### src/include/odf_pkg.sv
// shared constants for the octal driver fault and control block
package odf_pkg;
  // frame geometry
  localparam int FRAME_BITS = 16;
  localparam int CNT_W = 4;
  localparam logic [CNT_W-1:0] CNT_ZERO = 4'h0;
  localparam logic [CNT_W-1:0] CNT_ONE = 4'h1;
  // command field positions
  localparam int CMD_ON_LSB = 0;
  localparam int CMD_DIAG_LSB = 8;
  // response field positions
  localparam int RSP_TW_BIT = 0;
  localparam int RSP_FAULT_LSB = 1;
  localparam int RSP_IN_LSB = 9;
  localparam int RSP_SF_BIT = 15;
  // first channel with a parallel drive input
  localparam int PAR_CH_LSB = 4;
  // values after reset
  localparam logic [15:0] CMD_RESET = 16'h0000;
  localparam logic [15:0] SH_RESET = 16'h0000;
  localparam logic [7:0] DRV_RESET = 8'h00;
  localparam logic [3:0] PAIR_RESET = 4'h0;
  localparam logic [3:0] IN_RESET = 4'h0;
  // fault filter time and its cycle count at the system clock
  localparam int FILTER_TIME_US = 100;
  localparam int SYS_CLK_MHZ = 250;
  localparam logic [15:0] FILTER_CYCLES = 16'(FILTER_TIME_US * SYS_CLK_MHZ);
  localparam logic [15:0] FILT_ZERO = 16'h0000;
  localparam logic [15:0] FILT_ONE = 16'h0001;
  // serial port state
  typedef enum logic [0:0] {
    SPI_IDLE = 1'b0,
    SPI_ARMED = 1'b1
  } odf_spi_st_t;
endpackage

### src/logic/odf_fault_filter.sv
// persistence filter: reports a condition only after it held for the full count
`timescale 1ns/1ps
module odf_fault_filter
  import odf_pkg::*;
#(
  parameter logic [15:0] LIMIT = FILTER_CYCLES
)
(
  // clock and reset
  input wire logic i_sys_clk,
  input wire logic i_rst,
  // condition in, filtered out
  input wire logic i_raw,
  output logic o_det
);
  logic [15:0] cnt_q; // cycles the condition has held
  logic [15:0] cnt_d;
  logic det_q;
  logic det_d;

  // any gap restarts the window, so pwm shorter than the window never reports
  assign cnt_d = !i_raw ? FILT_ZERO : ((cnt_q == LIMIT) ? cnt_q : cnt_q + FILT_ONE);
  assign det_d = i_raw && (cnt_q >= LIMIT - FILT_ONE);
  assign o_det = det_q;

  // counter and detect flag
  // RQ5: continuous hold required
  always_ff @(posedge i_sys_clk)
  begin
    if (i_rst)
    begin
      cnt_q <= FILT_ZERO;
      det_q <= 1'b0;
    end
    else
    begin
      cnt_q <= cnt_d;
      det_q <= det_d;
    end
  end
endmodule // odf_fault_filter

### src/logic/odf_core.sv
// octal driver control: serial frame check, drive merge, fault latches, resets
// Behaviour
// RQ1: accept frame only if bits are multiple of 16
// RQ2: chip select fall arms counter, count clock rises
// RQ3: master keeps clock low at select release
// RQ4: channels 5-8 on is serial bit OR input
// RQ5: over-current and open-load need 100 us persistence
// RQ6: eight driver timers plus dedicated warning, shutdown, supply
// RQ7: open-load checked only off with diag bit set
// RQ8: open-load diagnostics paused on supply fault, disable
// RQ9: over-current latches driver off until cleared frame
// RQ10: four pair sensors, shutdown switches off both
// RQ11: warning sets bit 0, outputs stay on
// RQ12: shutdown latched in pair status, any path
// RQ13: shutdown clears when cool and pair disabled
// RQ14: select fall puts warning on serial out
// RQ15: logic supply loss clears all and turns off
// RQ16: load supply fault: off, latch bit 15
// RQ17: port stays alive, channels resume on recovery
// RQ18: bit 15 cleared by valid frame, supply good
// RQ19: latches clear same way; enable cycle, power-on
// RQ20: enable low resets logic, outputs off, standby
// RQ21: bits 0-7 drive on, 8-15 diag enable
// RQ22: response layout: warning, faults, inputs, supply fail
// RQ23: sixteen bit frames, least significant first
// RQ24: status bit set by open, over-current, overtemp
// RQ25: response is select-fall snapshot; chain delay 16
`timescale 1ns/1ps
module odf_core
  import odf_pkg::*;
#(
  parameter logic [15:0] FILT_CYC = FILTER_CYCLES
)
(
  // clock and reset
  input wire logic i_sys_clk,
  input wire logic i_reset,
  // serial port pins
  input wire logic i_chip_select_low_n,
  input wire logic i_spi_clk,
  input wire logic i_spi_mosi,
  output logic o_spi_miso,
  output logic o_spi_miso_oe,
  // parallel drive inputs for channels 5 to 8
  input wire logic [3:0] i_parallel_drive_inputs,
  // device enable and supply monitors, high means good
  input wire logic i_enable,
  input wire logic i_logic_supply_ok,
  input wire logic i_load_supply_ok,
  // analog comparator results
  input wire logic [7:0] i_overcurrent_raw,
  input wire logic [7:0] i_open_load_raw,
  input wire logic [3:0] i_thermal_warn_raw,
  input wire logic [3:0] i_thermal_shut_raw,
  // driver and diagnostic controls
  output logic [7:0] o_driver_on,
  output logic [7:0] o_diag_enable,
  output logic o_standby,
  output logic o_frame_valid
);
  // widen a per-pair vector to both channels of each pair
  function automatic logic [7:0] pair2ch(input logic [3:0] p);
    pair2ch = {p[3], p[3], p[2], p[2], p[1], p[1], p[0], p[0]};
  endfunction

  // synchroniser stages; stage 0 is read only by stage 1
  logic [2:0] sclk_sq;
  logic [2:0] cs_sq;
  logic [1:0] mosi_sq;
  logic [30:0] pin_a_q;
  logic [30:0] pin_b_q;
  logic [30:0] pin_raw;

  // synchronised pins
  logic [3:0] par_s;
  logic en_s;
  logic vcc_s;
  logic vs_s;
  logic [7:0] oc_raw_s;
  logic [7:0] ol_raw_s;
  logic [3:0] tw_raw_s;
  logic [3:0] tsd_raw_s;

  // internal reset and edges
  logic rst;
  logic sclk_rise;
  logic sclk_fall;
  logic cs_fall;
  logic cs_rise;

  // serial port state
  odf_spi_st_t st_q;
  logic [CNT_W-1:0] cnt_q; // bits modulo 16
  logic any_q; // at least one bit clocked
  logic [15:0] sh_q; // snapshot out, received word in
  logic miso_q;
  logic cmd_load; // valid frame ends this cycle

  // command and fault state
  logic [15:0] cmd_q;
  logic [7:0] oc_q;
  logic [3:0] tsd_q;
  logic sf_q;
  logic [3:0] in_q;
  logic [7:0] drv_q;
  logic [7:0] diag_q;
  logic standby_q;
  logic fv_q;

  // filtered conditions
  logic [7:0] drv_filt;
  logic [7:0] drv_filt_in;
  logic [3:0] tsd_f;
  logic tw_f;
  logic load_bad;

  // next values and decode
  logic [7:0] want;
  logic [7:0] on_d;
  logic [7:0] diag_d;
  logic [7:0] oc_evt;
  logic [7:0] ol_det;
  logic [7:0] oc_clr;
  logic [7:0] ch_off;
  logic [3:0] tsd_clr;
  logic [7:0] oc_d;
  logic [3:0] tsd_d;
  logic sf_d;
  logic evt_any;
  logic [3:0] in_d;
  logic [7:0] fault_bits;
  logic [15:0] status_w;

  // pin bundle for the two flip-flop crossing
  assign pin_raw = {i_parallel_drive_inputs, i_enable, i_logic_supply_ok, i_load_supply_ok,
                    i_overcurrent_raw, i_open_load_raw, i_thermal_warn_raw, i_thermal_shut_raw};
  assign {par_s, en_s, vcc_s, vs_s, oc_raw_s, ol_raw_s, tw_raw_s, tsd_raw_s} = pin_b_q;

  // RQ15: logic supply loss resets all but the synchronisers and standby
  // RQ20: enable low resets all but the synchronisers and standby
  // RQ19: enable cycle clears latches
  assign rst = i_reset | ~en_s | ~vcc_s;

  // edges are taken between the second and third stage
  assign sclk_rise = sclk_sq[1] & ~sclk_sq[2];
  assign sclk_fall = ~sclk_sq[1] & sclk_sq[2];
  assign cs_fall = ~cs_sq[1] & cs_sq[2];
  assign cs_rise = cs_sq[1] & ~cs_sq[2];

  // synchronisers, reset only by the system reset
  always_ff @(posedge i_sys_clk)
  begin
    if (i_reset)
    begin
      sclk_sq <= 3'b000;
      cs_sq <= 3'b111;
      mosi_sq <= 2'b00;
      pin_a_q <= 31'h0000_0000;
      pin_b_q <= 31'h0000_0000;
    end
    else
    begin
      sclk_sq <= {sclk_sq[1:0], i_spi_clk};
      cs_sq <= {cs_sq[1:0], i_chip_select_low_n};
      mosi_sq <= {mosi_sq[0], i_spi_mosi};
      pin_a_q <= pin_raw;
      pin_b_q <= pin_a_q;
    end
  end

  // RQ1: length must be whole words
  // RQ3: clock high at release voids frame
  assign cmd_load = (st_q == SPI_ARMED) & cs_rise & (cnt_q == CNT_ZERO) & any_q & ~sclk_sq[1];

  // serial port: snapshot at select fall, shift lsb first
  // RQ17: port runs through load supply faults
  always_ff @(posedge i_sys_clk)
  begin
    if (rst)
    begin
      st_q <= SPI_IDLE;
      cnt_q <= CNT_ZERO;
      any_q <= 1'b0;
      sh_q <= SH_RESET;
      miso_q <= 1'b0;
    end
    // RQ2: select fall arms counter
    // RQ14: warning shown at select fall
    // RQ25: response snapshot taken here
    else if (cs_fall)
    begin
      st_q <= SPI_ARMED;
      cnt_q <= CNT_ZERO;
      any_q <= 1'b0;
      sh_q <= status_w;
      miso_q <= status_w[RSP_TW_BIT];
    end
    else if (st_q == SPI_ARMED)
    begin
      if (cs_rise)
      begin
        st_q <= SPI_IDLE;
      end
      // RQ23: lsb first, in and out
      // RQ2: count each clock rise
      else if (sclk_rise)
      begin
        sh_q <= {mosi_sq[1], sh_q[15:1]};
        cnt_q <= cnt_q + CNT_ONE;
        any_q <= 1'b1;
      end
      // RQ25: input reaches output 16 clocks later
      else if (sclk_fall)
      begin
        miso_q <= sh_q[0];
      end
    end
  end

  // per-driver timer shared by over-current (on) and open-load (off)
  // RQ6: one shared timer per driver
  // RQ7: open-load only off with diag
  assign drv_filt_in = (drv_q & oc_raw_s) | (~drv_q & diag_q & ol_raw_s);

  // RQ6: driver, shutdown, warning, supply timers
  genvar gi;
  generate
    for (gi = 0; gi < 8; gi++)
    begin : g_drv
      odf_fault_filter #(.LIMIT(FILT_CYC)) u_filt (
        .i_sys_clk(i_sys_clk), .i_rst(rst), .i_raw(drv_filt_in[gi]), .o_det(drv_filt[gi]));
    end
    for (gi = 0; gi < 4; gi++)
    begin : g_tsd
      odf_fault_filter #(.LIMIT(FILT_CYC)) u_filt (
        .i_sys_clk(i_sys_clk), .i_rst(rst), .i_raw(tsd_raw_s[gi]), .o_det(tsd_f[gi]));
    end
  endgenerate
  odf_fault_filter #(.LIMIT(FILT_CYC)) u_tw (
    .i_sys_clk(i_sys_clk), .i_rst(rst), .i_raw(|tw_raw_s), .o_det(tw_f));
  odf_fault_filter #(.LIMIT(FILT_CYC)) u_vs (
    .i_sys_clk(i_sys_clk), .i_rst(rst), .i_raw(~vs_s), .o_det(load_bad));

  // RQ4: parallel inputs ORed in
  // RQ21: low byte drives, high byte diag
  assign want = cmd_q[CMD_ON_LSB +: 8] | {par_s, 4'h0};
  // RQ9: latched over-current blocks driver
  // RQ10: pair shutdown blocks both drivers
  // RQ11: warning alone never blocks
  // RQ16: supply fault turns all off
  assign on_d = want & ~oc_q & ~pair2ch(tsd_q | tsd_f) & {8{~load_bad}};
  // RQ8: diagnostics paused on supply fault
  assign diag_d = ~on_d & cmd_q[CMD_DIAG_LSB +: 8] & {8{~load_bad}};

  // fault events and clears; a set in the clearing cycle wins
  assign oc_evt = drv_filt & drv_q;
  assign ol_det = drv_filt & ~drv_q & diag_q;
  assign ch_off = ~sh_q[CMD_ON_LSB +: 8];
  // RQ9: clear needs that driver disabled
  assign oc_clr = {8{cmd_load}} & ch_off;
  assign oc_d = oc_evt | (oc_q & ~oc_clr);
  // RQ13: clear when cool and pair off
  assign tsd_clr = {4{cmd_load}} & ~tsd_f &
                   {ch_off[7] & ch_off[6], ch_off[5] & ch_off[4],
                    ch_off[3] & ch_off[2], ch_off[1] & ch_off[0]};
  // RQ12: latched whatever path drove it
  assign tsd_d = tsd_f | (tsd_q & ~tsd_clr);
  // RQ18: any valid frame clears, supply good
  assign sf_d = load_bad | (sf_q & ~cmd_load);

  // input states mirror live, freeze at over-current or shutdown
  assign evt_any = (|oc_evt) | (|(tsd_f & ~tsd_q));
  assign in_d = (((|oc_q) | (|tsd_q)) & ~evt_any) ? in_q : par_s;

  // RQ24: open, over-current, overtemp per driver
  assign fault_bits = oc_q | pair2ch(tsd_q) | ol_det;
  // RQ22: response word layout
  assign status_w = {sf_q, 2'b00, in_q, fault_bits, tw_f};

  // command and latched faults
  // RQ15: command and status cleared
  always_ff @(posedge i_sys_clk)
  begin
    if (rst)
    begin
      cmd_q <= CMD_RESET;
      oc_q <= DRV_RESET;
      tsd_q <= PAIR_RESET;
      sf_q <= 1'b0;
      in_q <= IN_RESET;
    end
    else
    begin
      // RQ1: only valid frames load
      // RQ16: command kept through supply fault
      cmd_q <= cmd_load ? sh_q : cmd_q;
      oc_q <= oc_d;
      tsd_q <= tsd_d;
      sf_q <= sf_d;
      in_q <= in_d;
    end
  end

  // driver outputs; channels resume from cmd_q once supply is back
  // RQ17: resume commanded state
  always_ff @(posedge i_sys_clk)
  begin
    if (rst)
    begin
      drv_q <= DRV_RESET;
      diag_q <= DRV_RESET;
      fv_q <= 1'b0;
    end
    else
    begin
      drv_q <= on_d;
      diag_q <= diag_d;
      fv_q <= cmd_load;
    end
  end

  // standby follows enable; only the system reset forces it
  // RQ20: low enable means standby
  always_ff @(posedge i_sys_clk)
  begin
    if (i_reset)
    begin
      standby_q <= 1'b1;
    end
    else
    begin
      standby_q <= ~en_s;
    end
  end

  assign o_spi_miso = miso_q;
  assign o_spi_miso_oe = st_q;
  assign o_driver_on = drv_q;
  assign o_diag_enable = diag_q;
  assign o_standby = standby_q;
  assign o_frame_valid = fv_q;

  // checker tally of clock rises, kept apart from the port counter
  // it wraps 16 to 1, so any nonzero multiple of 16 reads as one full word
  logic [4:0] rise_tally_q;
  always_ff @(posedge i_sys_clk)
  begin
    if (rst || cs_fall)
    begin
      rise_tally_q <= 5'h00;
    end
    else if ((st_q == SPI_ARMED) && sclk_rise && !cs_rise)
    begin
      rise_tally_q <= (rise_tally_q == 5'(FRAME_BITS)) ? 5'h01 : rise_tally_q + 5'h01;
    end
  end
endmodule // odf_core

### config.mk
export PLATFORM = sky130hd
export DESIGN_NAME = odf_core
export DESIGN_NICKNAME = d
export VERILOG_FILES = /design/src/include/odf_pkg.sv /design/src/logic/odf_fault_filter.sv /design/src/logic/odf_core.sv
export SDC_FILE = /design/constraint.sdc
export NUM_CORES = 1
export LEC_CHECK = 0
export BUFFER_PORTS_ARGS = -buffer_cell sky130_fd_sc_hd__buf_2
export CORE_UTILIZATION = 45
export DETAILED_ROUTE_END_ITERATION = 10
export SLEW_MARGIN = 15
export SYNTH_ARGS = -nofsm -noshare
export SYNTH_HDL_FRONTEND = slang
export SYNTH_HIERARCHICAL = 1
export SYNTH_SLANG_ARGS = --single-unit
### constraint.sdc
create_clock -name i_sys_clk -period 2.3 [get_ports i_sys_clk]
set_input_delay 0.115 -clock i_sys_clk [delete_from_list [all_inputs] [get_ports i_sys_clk]]
set_output_delay 0.115 -clock i_sys_clk [all_outputs]
set_load 0.1 [all_outputs]
# Yosys cells after proc, flatten, opt, wreduce, memory -nomap -nowiden
# Cells that the tools add are included.
# word_totals
register_bits,382
in_bits,36
output_inout_bits,20
elab_cells,222
# classes
addsub,15
n_lt_le_gt_ge,14
eq_ne,16
mux,12
bitwise_logic,76
n_reduce_logical,41
# ops
operator,count
16-bit by 1-bit adder with 16-bit output (second input constant),14
16-bit by 15-bit equality test with 1-bit output (second input constant),14
16-bit by 15-bit greater-or-equal comparator with 1-bit output (second input constant),14
8-bit bitwise AND,13
16-bit two-way mux,4
8-bit NOT,6
8-bit OR,5
2-bit OR reduction,15
1-bit NOT,24
4-bit bitwise AND,4
8-bit OR reduction,2
1-bit bitwise AND,14
1-bit logical AND,14
4-bit NOT,3
4-bit OR reduction,3
1-bit two-way mux,8
4-bit OR,2
3-bit AND reduction,2
2-bit nonzero test,3
1-bit OR,5
4-bit by 1-bit adder with 4-bit output (second input constant),1
4-bit logical NOT,1
4-bit AND reduction,1
2-bit by 1-bit != test with 1-bit output (second input constant),1
2-bit != test (second input constant),1

# Depth between registers and ports, before layout
# depth
ltp_word,11
ltp_mapped,8
mapped_depth_nobuf,6

# Cells and area by module
# Netlist, hierarchy kept.
# by_module_without_submodules
module,instances,cells_per_inst,area_per_inst_um2,seq_area_each_um2
odf_fault_filter at g_drv[0].u_filt ...,13,101,895.9,340.3
odf_core,1,483,4922.2,2882.8
odf_fault_filter at g_tsd[3].u_filt,1,102,892.1,340.3

# Least setup slack after synthesis
# OpenSTA, ideal clock, no wires.
# synth_timing
path_type,reg-to-reg
from,"register st_q, in the netlist o_spi_miso_oe"
to,register sh_q[4]
setup_time_ns,0.132
t_arrival_ns,1.918
required_time_ns,2.168
slack_ns,0.250
stages_incl_launch_ff,6
n_path_buf,1
period_less_slack_ns,2.050
cell_sequence,dfxtp_1 nand3b_2 nor2_8 buf_6 mux2i_1 a21oi_1
# synth_between
elab_chain_len,2
# synth_lines
element,line,rtl
start: declaration,odf_core.sv:92,odf_spi_st_t st_q;
start signal: assignment,odf_core.sv:181,st_q <= SPI_IDLE;
start signal: assignment,odf_core.sv:192,st_q <= SPI_ARMED;
start signal: assignment,odf_core.sv:202,st_q <= SPI_IDLE;
2-bit nonzero test (no source line),--,
3-bit AND reduction (no source line),--,
end signal: assignment,odf_core.sv:195,sh_q <= status_w;
end signal: assignment,odf_core.sv:208,"sh_q <= {mosi_sq[1], sh_q[15:1]};"
end: declaration,odf_core.sv:95,logic [15:0] sh_q;
# Every way passes these cells.
# A chain may end at the register's enable or synchronous reset.

# Final worst setup path
# layout_timing
from,register pin_b_q[26]
to,register g_drv[7].u_filt.cnt_q[2]
# layout_between
elab_chain_len,4
# layout_lines
element,line,rtl
start: declaration,odf_core.sv:71,logic [30:0] pin_b_q;
start signal: assignment,odf_core.sv:167,pin_b_q <= pin_a_q;
1-bit NOT,odf_core.sv:142,assign rst = i_reset | ~en_s | ~vcc_s;
1-bit OR (2 in a row),odf_core.sv:142,
2-bit OR reduction (no source line),--,
end signal: assignment,odf_fault_filter.sv:37,cnt_q <= cnt_d;
end: declaration,odf_fault_filter.sv:16,logic [15:0] cnt_q;
# Every way passes these cells.

==> summary.md <==
| Metric | Value |
|---|---|
| Synth warn | `6` |
| Die Span Y | `199.0 um` |
| Yosys top cell by area | `dfxtp_1` |
| Die X | `199.0 um` |
| Post-synth EDFFs | `0` |
| Sum Neg Setup Slack | `0 ns` |
| Critical-path cell list | `nand2b_1, nor2_4, inv_2, buf_4, nand2b_1, o22ai_1` |
| Placed Instances | `2,424` |
| Initial antenna violation count | `0` |
| Area of the multi-input gates | `0.009235 mm^2` |
| M3 GR Usage | `3.391%` |
| Remaining DRCs | `0` |
| GR peak layer | `met2` |
| Core area | `0.03793 mm^2` |
| Gate power share | `1.3%` |
| # port buffers | `55` |
| Startpoint class of the critical path | `flop` |
| Seq/Total Area, Yosys | `43.80%` |
| Grt ovf | `0` |
| # rows | `71` |
| Worst-Margin Slew | `0.8244 ns` |
| Critical path capture point type | `flop` |
| Gr usage total | `18.80%` |
| Synth area leaders | `dfxtp_1 (44%), mux2i_1 (7.0%), nand2_1 (4.2%)` |
| Max_slew headroom | `44.93%` |
| Final period demand of the worst path | `1.782 ns` |
| Placer congestion estimate | `0.7912` |
| Met2 Use GR | `29.67%` |
| Most common cell after layout, fill and taps aside | `dfxtp_1` |
| Critical path's top delay family | `buffers and inverters` |
| # setup viols final | `0` |
| Predominant post-synthesis flop cell | `dfxtp_1` |
| Max Clk Rate | `561.1 MHz` |
| Synth top area share | `43.80%` |
| Sequential cell area | `0.007647 mm^2` |
| First-pass GRT wire length | `61,530 um` |
| Share of cells above drive strength 1 | `10.48%` |
| CTS clk-pin slew, worst paths | `0.06 ns` |
| CTS Buf Count | `42` |
| Sw Pwr | `0.002763 W` |
| Syn avg cell area | `9.199 um^2` |
| Yosys cell types | `52` |
| Worst vdd ir | `546.4 uV` |
| Area Overhead vs Synth | `14.83%` |
| Sequential share of power | `48.8%` |
| Status | `finished clean` |
| Crit Path Class | `flop to flop` |
| Diodes inserted | `0` |
| Switching Share | `20.12%` |
| Post-DP HPWL | `24,910 um` |
| Synth Net Count | `1,964` |
| Tcrit/Tclk final | `77.48%` |
| Buffers and inverters on the worst path | `2` |
| Via density | `5.429` |
| Root Driver | `clkbuf_16` |
| Final hold viol count | `0` |
| Initial core utilization | `46.03%` |
| Synthesized area | `0.01746 mm^2` |
| CTS tree | `yes` |
| Vias in the first global route | `12.43k` |
| Slew Viols, Final | `0` |
| H-tree depth | `2` |
| Largest net degree at the start of global routing | `71` |
| DRT Pass-1 Iters | `5` |
| I/O pin cnt | `56` |
| Post-DRT Antenna Nets | `0` |
| Commonest cells after routing, fill and taps aside | `dfxtp_1 (382), nand2_1 (197), a21oi_1 (136)` |
| Fill cells | `3,511` |
| Crit-path max cell delay | `0.41 ns` |
| GR Layer Usage met1 | `25.82%` |
| WL/cell | `14.65 um` |
| Clock power share | `50.0%` |
| Total Wirelength | `37,130 um` |
| Mapped Cells | `1,898` |
| Final-stage net count | `2,058` |
| Vias | `13.76k` |
| Worst hold path class | `primary input to flop` |
| Clock sink total | `382` |
| Async S/R FF share, synth | `0%` |
| Die Area | `0.03959 mm^2` |
| Clock buffer depth | `3` |
| Worst-Skew Late Latency | `0.55 ns` |
| Pwr/cell area | `684.9 mW/mm^2` |
| Post_cts resized | `0` |
| Master of the slowest instance on the critical path | `nand2b_1` |
| Iter 0 DRT Violations | `682` |
| Fin cells | `2,534` |
| Leakage | `6.129 nW` |
| Seq cells post-synth | `382` |
| CP most frequent cell | `nand2b_1` |
| Worst clock skew | `0.01238 ns` |
| Int Pwr | `0.01097 W` |
| Critical path fanouts, max | `20` |
| WP data required | `2.71 ns` |
| RSZ-0062 raised after global routing | `false` |
| Tot Pwr | `0.01373 W` |
| Worst EP arrival | `2.19 ns` |
| # Max-Cap Violations | `0` |
## logic make-up (layout without fill, tap and decap cells)
group,Yosys count,after routing,synth area share [%]
and+or+nand+nor,872,872,31.28
DFF,382,382,43.80
AOI/OAI and AO/OA,318,318,10.91
buffers and inverters,143,268,3.311
muxes,122,122,6.994
xor gates and xnor gates,31,31,1.555
adders and majority gates,30,30,2.150
## area by class of cell
| class | count | share of cell area, % |
|---|---|---|
| inverters | 80 | 1.498 |
| flip-flops and latches | 382 | 38.14 |
| clock inverters | 8 | 0.4493 |
| clock buffers | 67 | 6.677 |
| repair buffers | 113 | 3.982 |
| well taps | 511 | 3.189 |
| multi-input cells | 1373 | 46.06 |
## power groups by stage
stage	Combinational [W]	Clock (W)	Sequential [W]
final	0.000177	0.00686	0.00669
after global routing	0.000194	0.00737	0.00670
after CTS	0.000178	0.00708	0.00669
after detailed placement	0.000133	0	0.00684
after global placement	0.000132	0	0.00684
after floorplan	0.0000718	0	0.00683
## cells in the mapped netlist, types with 3 or more instances
cell type	number
or2b_1	14
dfxtp_1	382
ha_1	30
a2111oi_0	14
o41ai_1	8
buf_1	3
buf_2	19
or4_1	57
nand4_4	14
nand3_1	62
nor4_4	14
o21ai_0	65
a211oi_1	18
or2_2	4
nor2b_1	83
nand4_1	30
and3_1	8
nor2_1	88
clkbuf_1	39
nand4b_1	14
nand2_1	197
xnor2_1	17
o22ai_1	14
or3_2	14
nand3b_1	15
nor3_1	19
nand3_2	13
xor2_1	14
inv_1	79
o31ai_1	60
nor4_1	62
nand4bb_1	26
nand2b_1	73
or3_1	55
mux2i_1	122
a21oi_1	136
## through the flow
step | hold slack (ns) | util [%] | instance area [um^2] | setup WS, ns
floorplan | 0.2188 | - | 17460 | 0.2497
global placement | 0.3059 | 48.16 | 18270 | 0.5301
detailed placement | 0.3103 | 48.16 | 18270 | 0.5094
CTS | 0.2613 | 52.85 | 20050 | 0.4930
global route | 0.2844 | 52.85 | 20050 | 0.3035
finish | 0.3005 | 52.85 | 20050 | 0.5179
## per-layer routing
layer  up-vias  wire length, um
li1       7076                -
met1      6448            18300
met2       191            16690
met3        43             1501
met4         0              646
met5         -                0
## worst reg2reg max path: cells and delay by family (launching register included)
family | cells | cell delay [ns]
buffers and inverters | 2 | 0.60
AND/OR/NAND/NOR | 3 | 0.58
flip-flops | 1 | 0.29
AO/OA/AOI/OAI | 1 | 0.17
## state kept, by name (all words and copies together), names as in the netlist, 3 cells and up
register and flops:
cnt_q 4, g_tsd.u_filt/cnt_q 64, sclk_sq 3, tsd_q 4, cmd_q 16, o_driver_on 8
sh_q 16, g_drv.u_filt/cnt_q 128, u_tw/cnt_q 16, o_diag_enable 8, u_vs/cnt_q 16, in_q 4
pin_a_q 31, cs_sq 3, pin_b_q 31, oc_q 8, g_drv.u_filt/o_det 8, g_tsd.u_filt/o_det 4
## timing repair
item | 4_1_cts | 5_1_grt
buffers inserted | 0 | 0
hold endpoints to repair | 35 | 0
hold buffers | 35 | 0
## path summary, 6_finish.rpt
kind	startpoint	end	slack (ns)	cells past startpoint
setup / recovery	pin_b_q[26]	g_drv[7].u_filt/cnt_q[2]	0.52	6
hold / removal	i_chip_select_low_n	cs_sq[0]	0.30	3
setup reg to reg	pin_b_q[26]	g_drv[7].u_filt/cnt_q[2]	0.52	6
hold reg to reg	pin_a_q[11]	pin_b_q[11]	0.43	1
(Power assumes the default switching activity.)
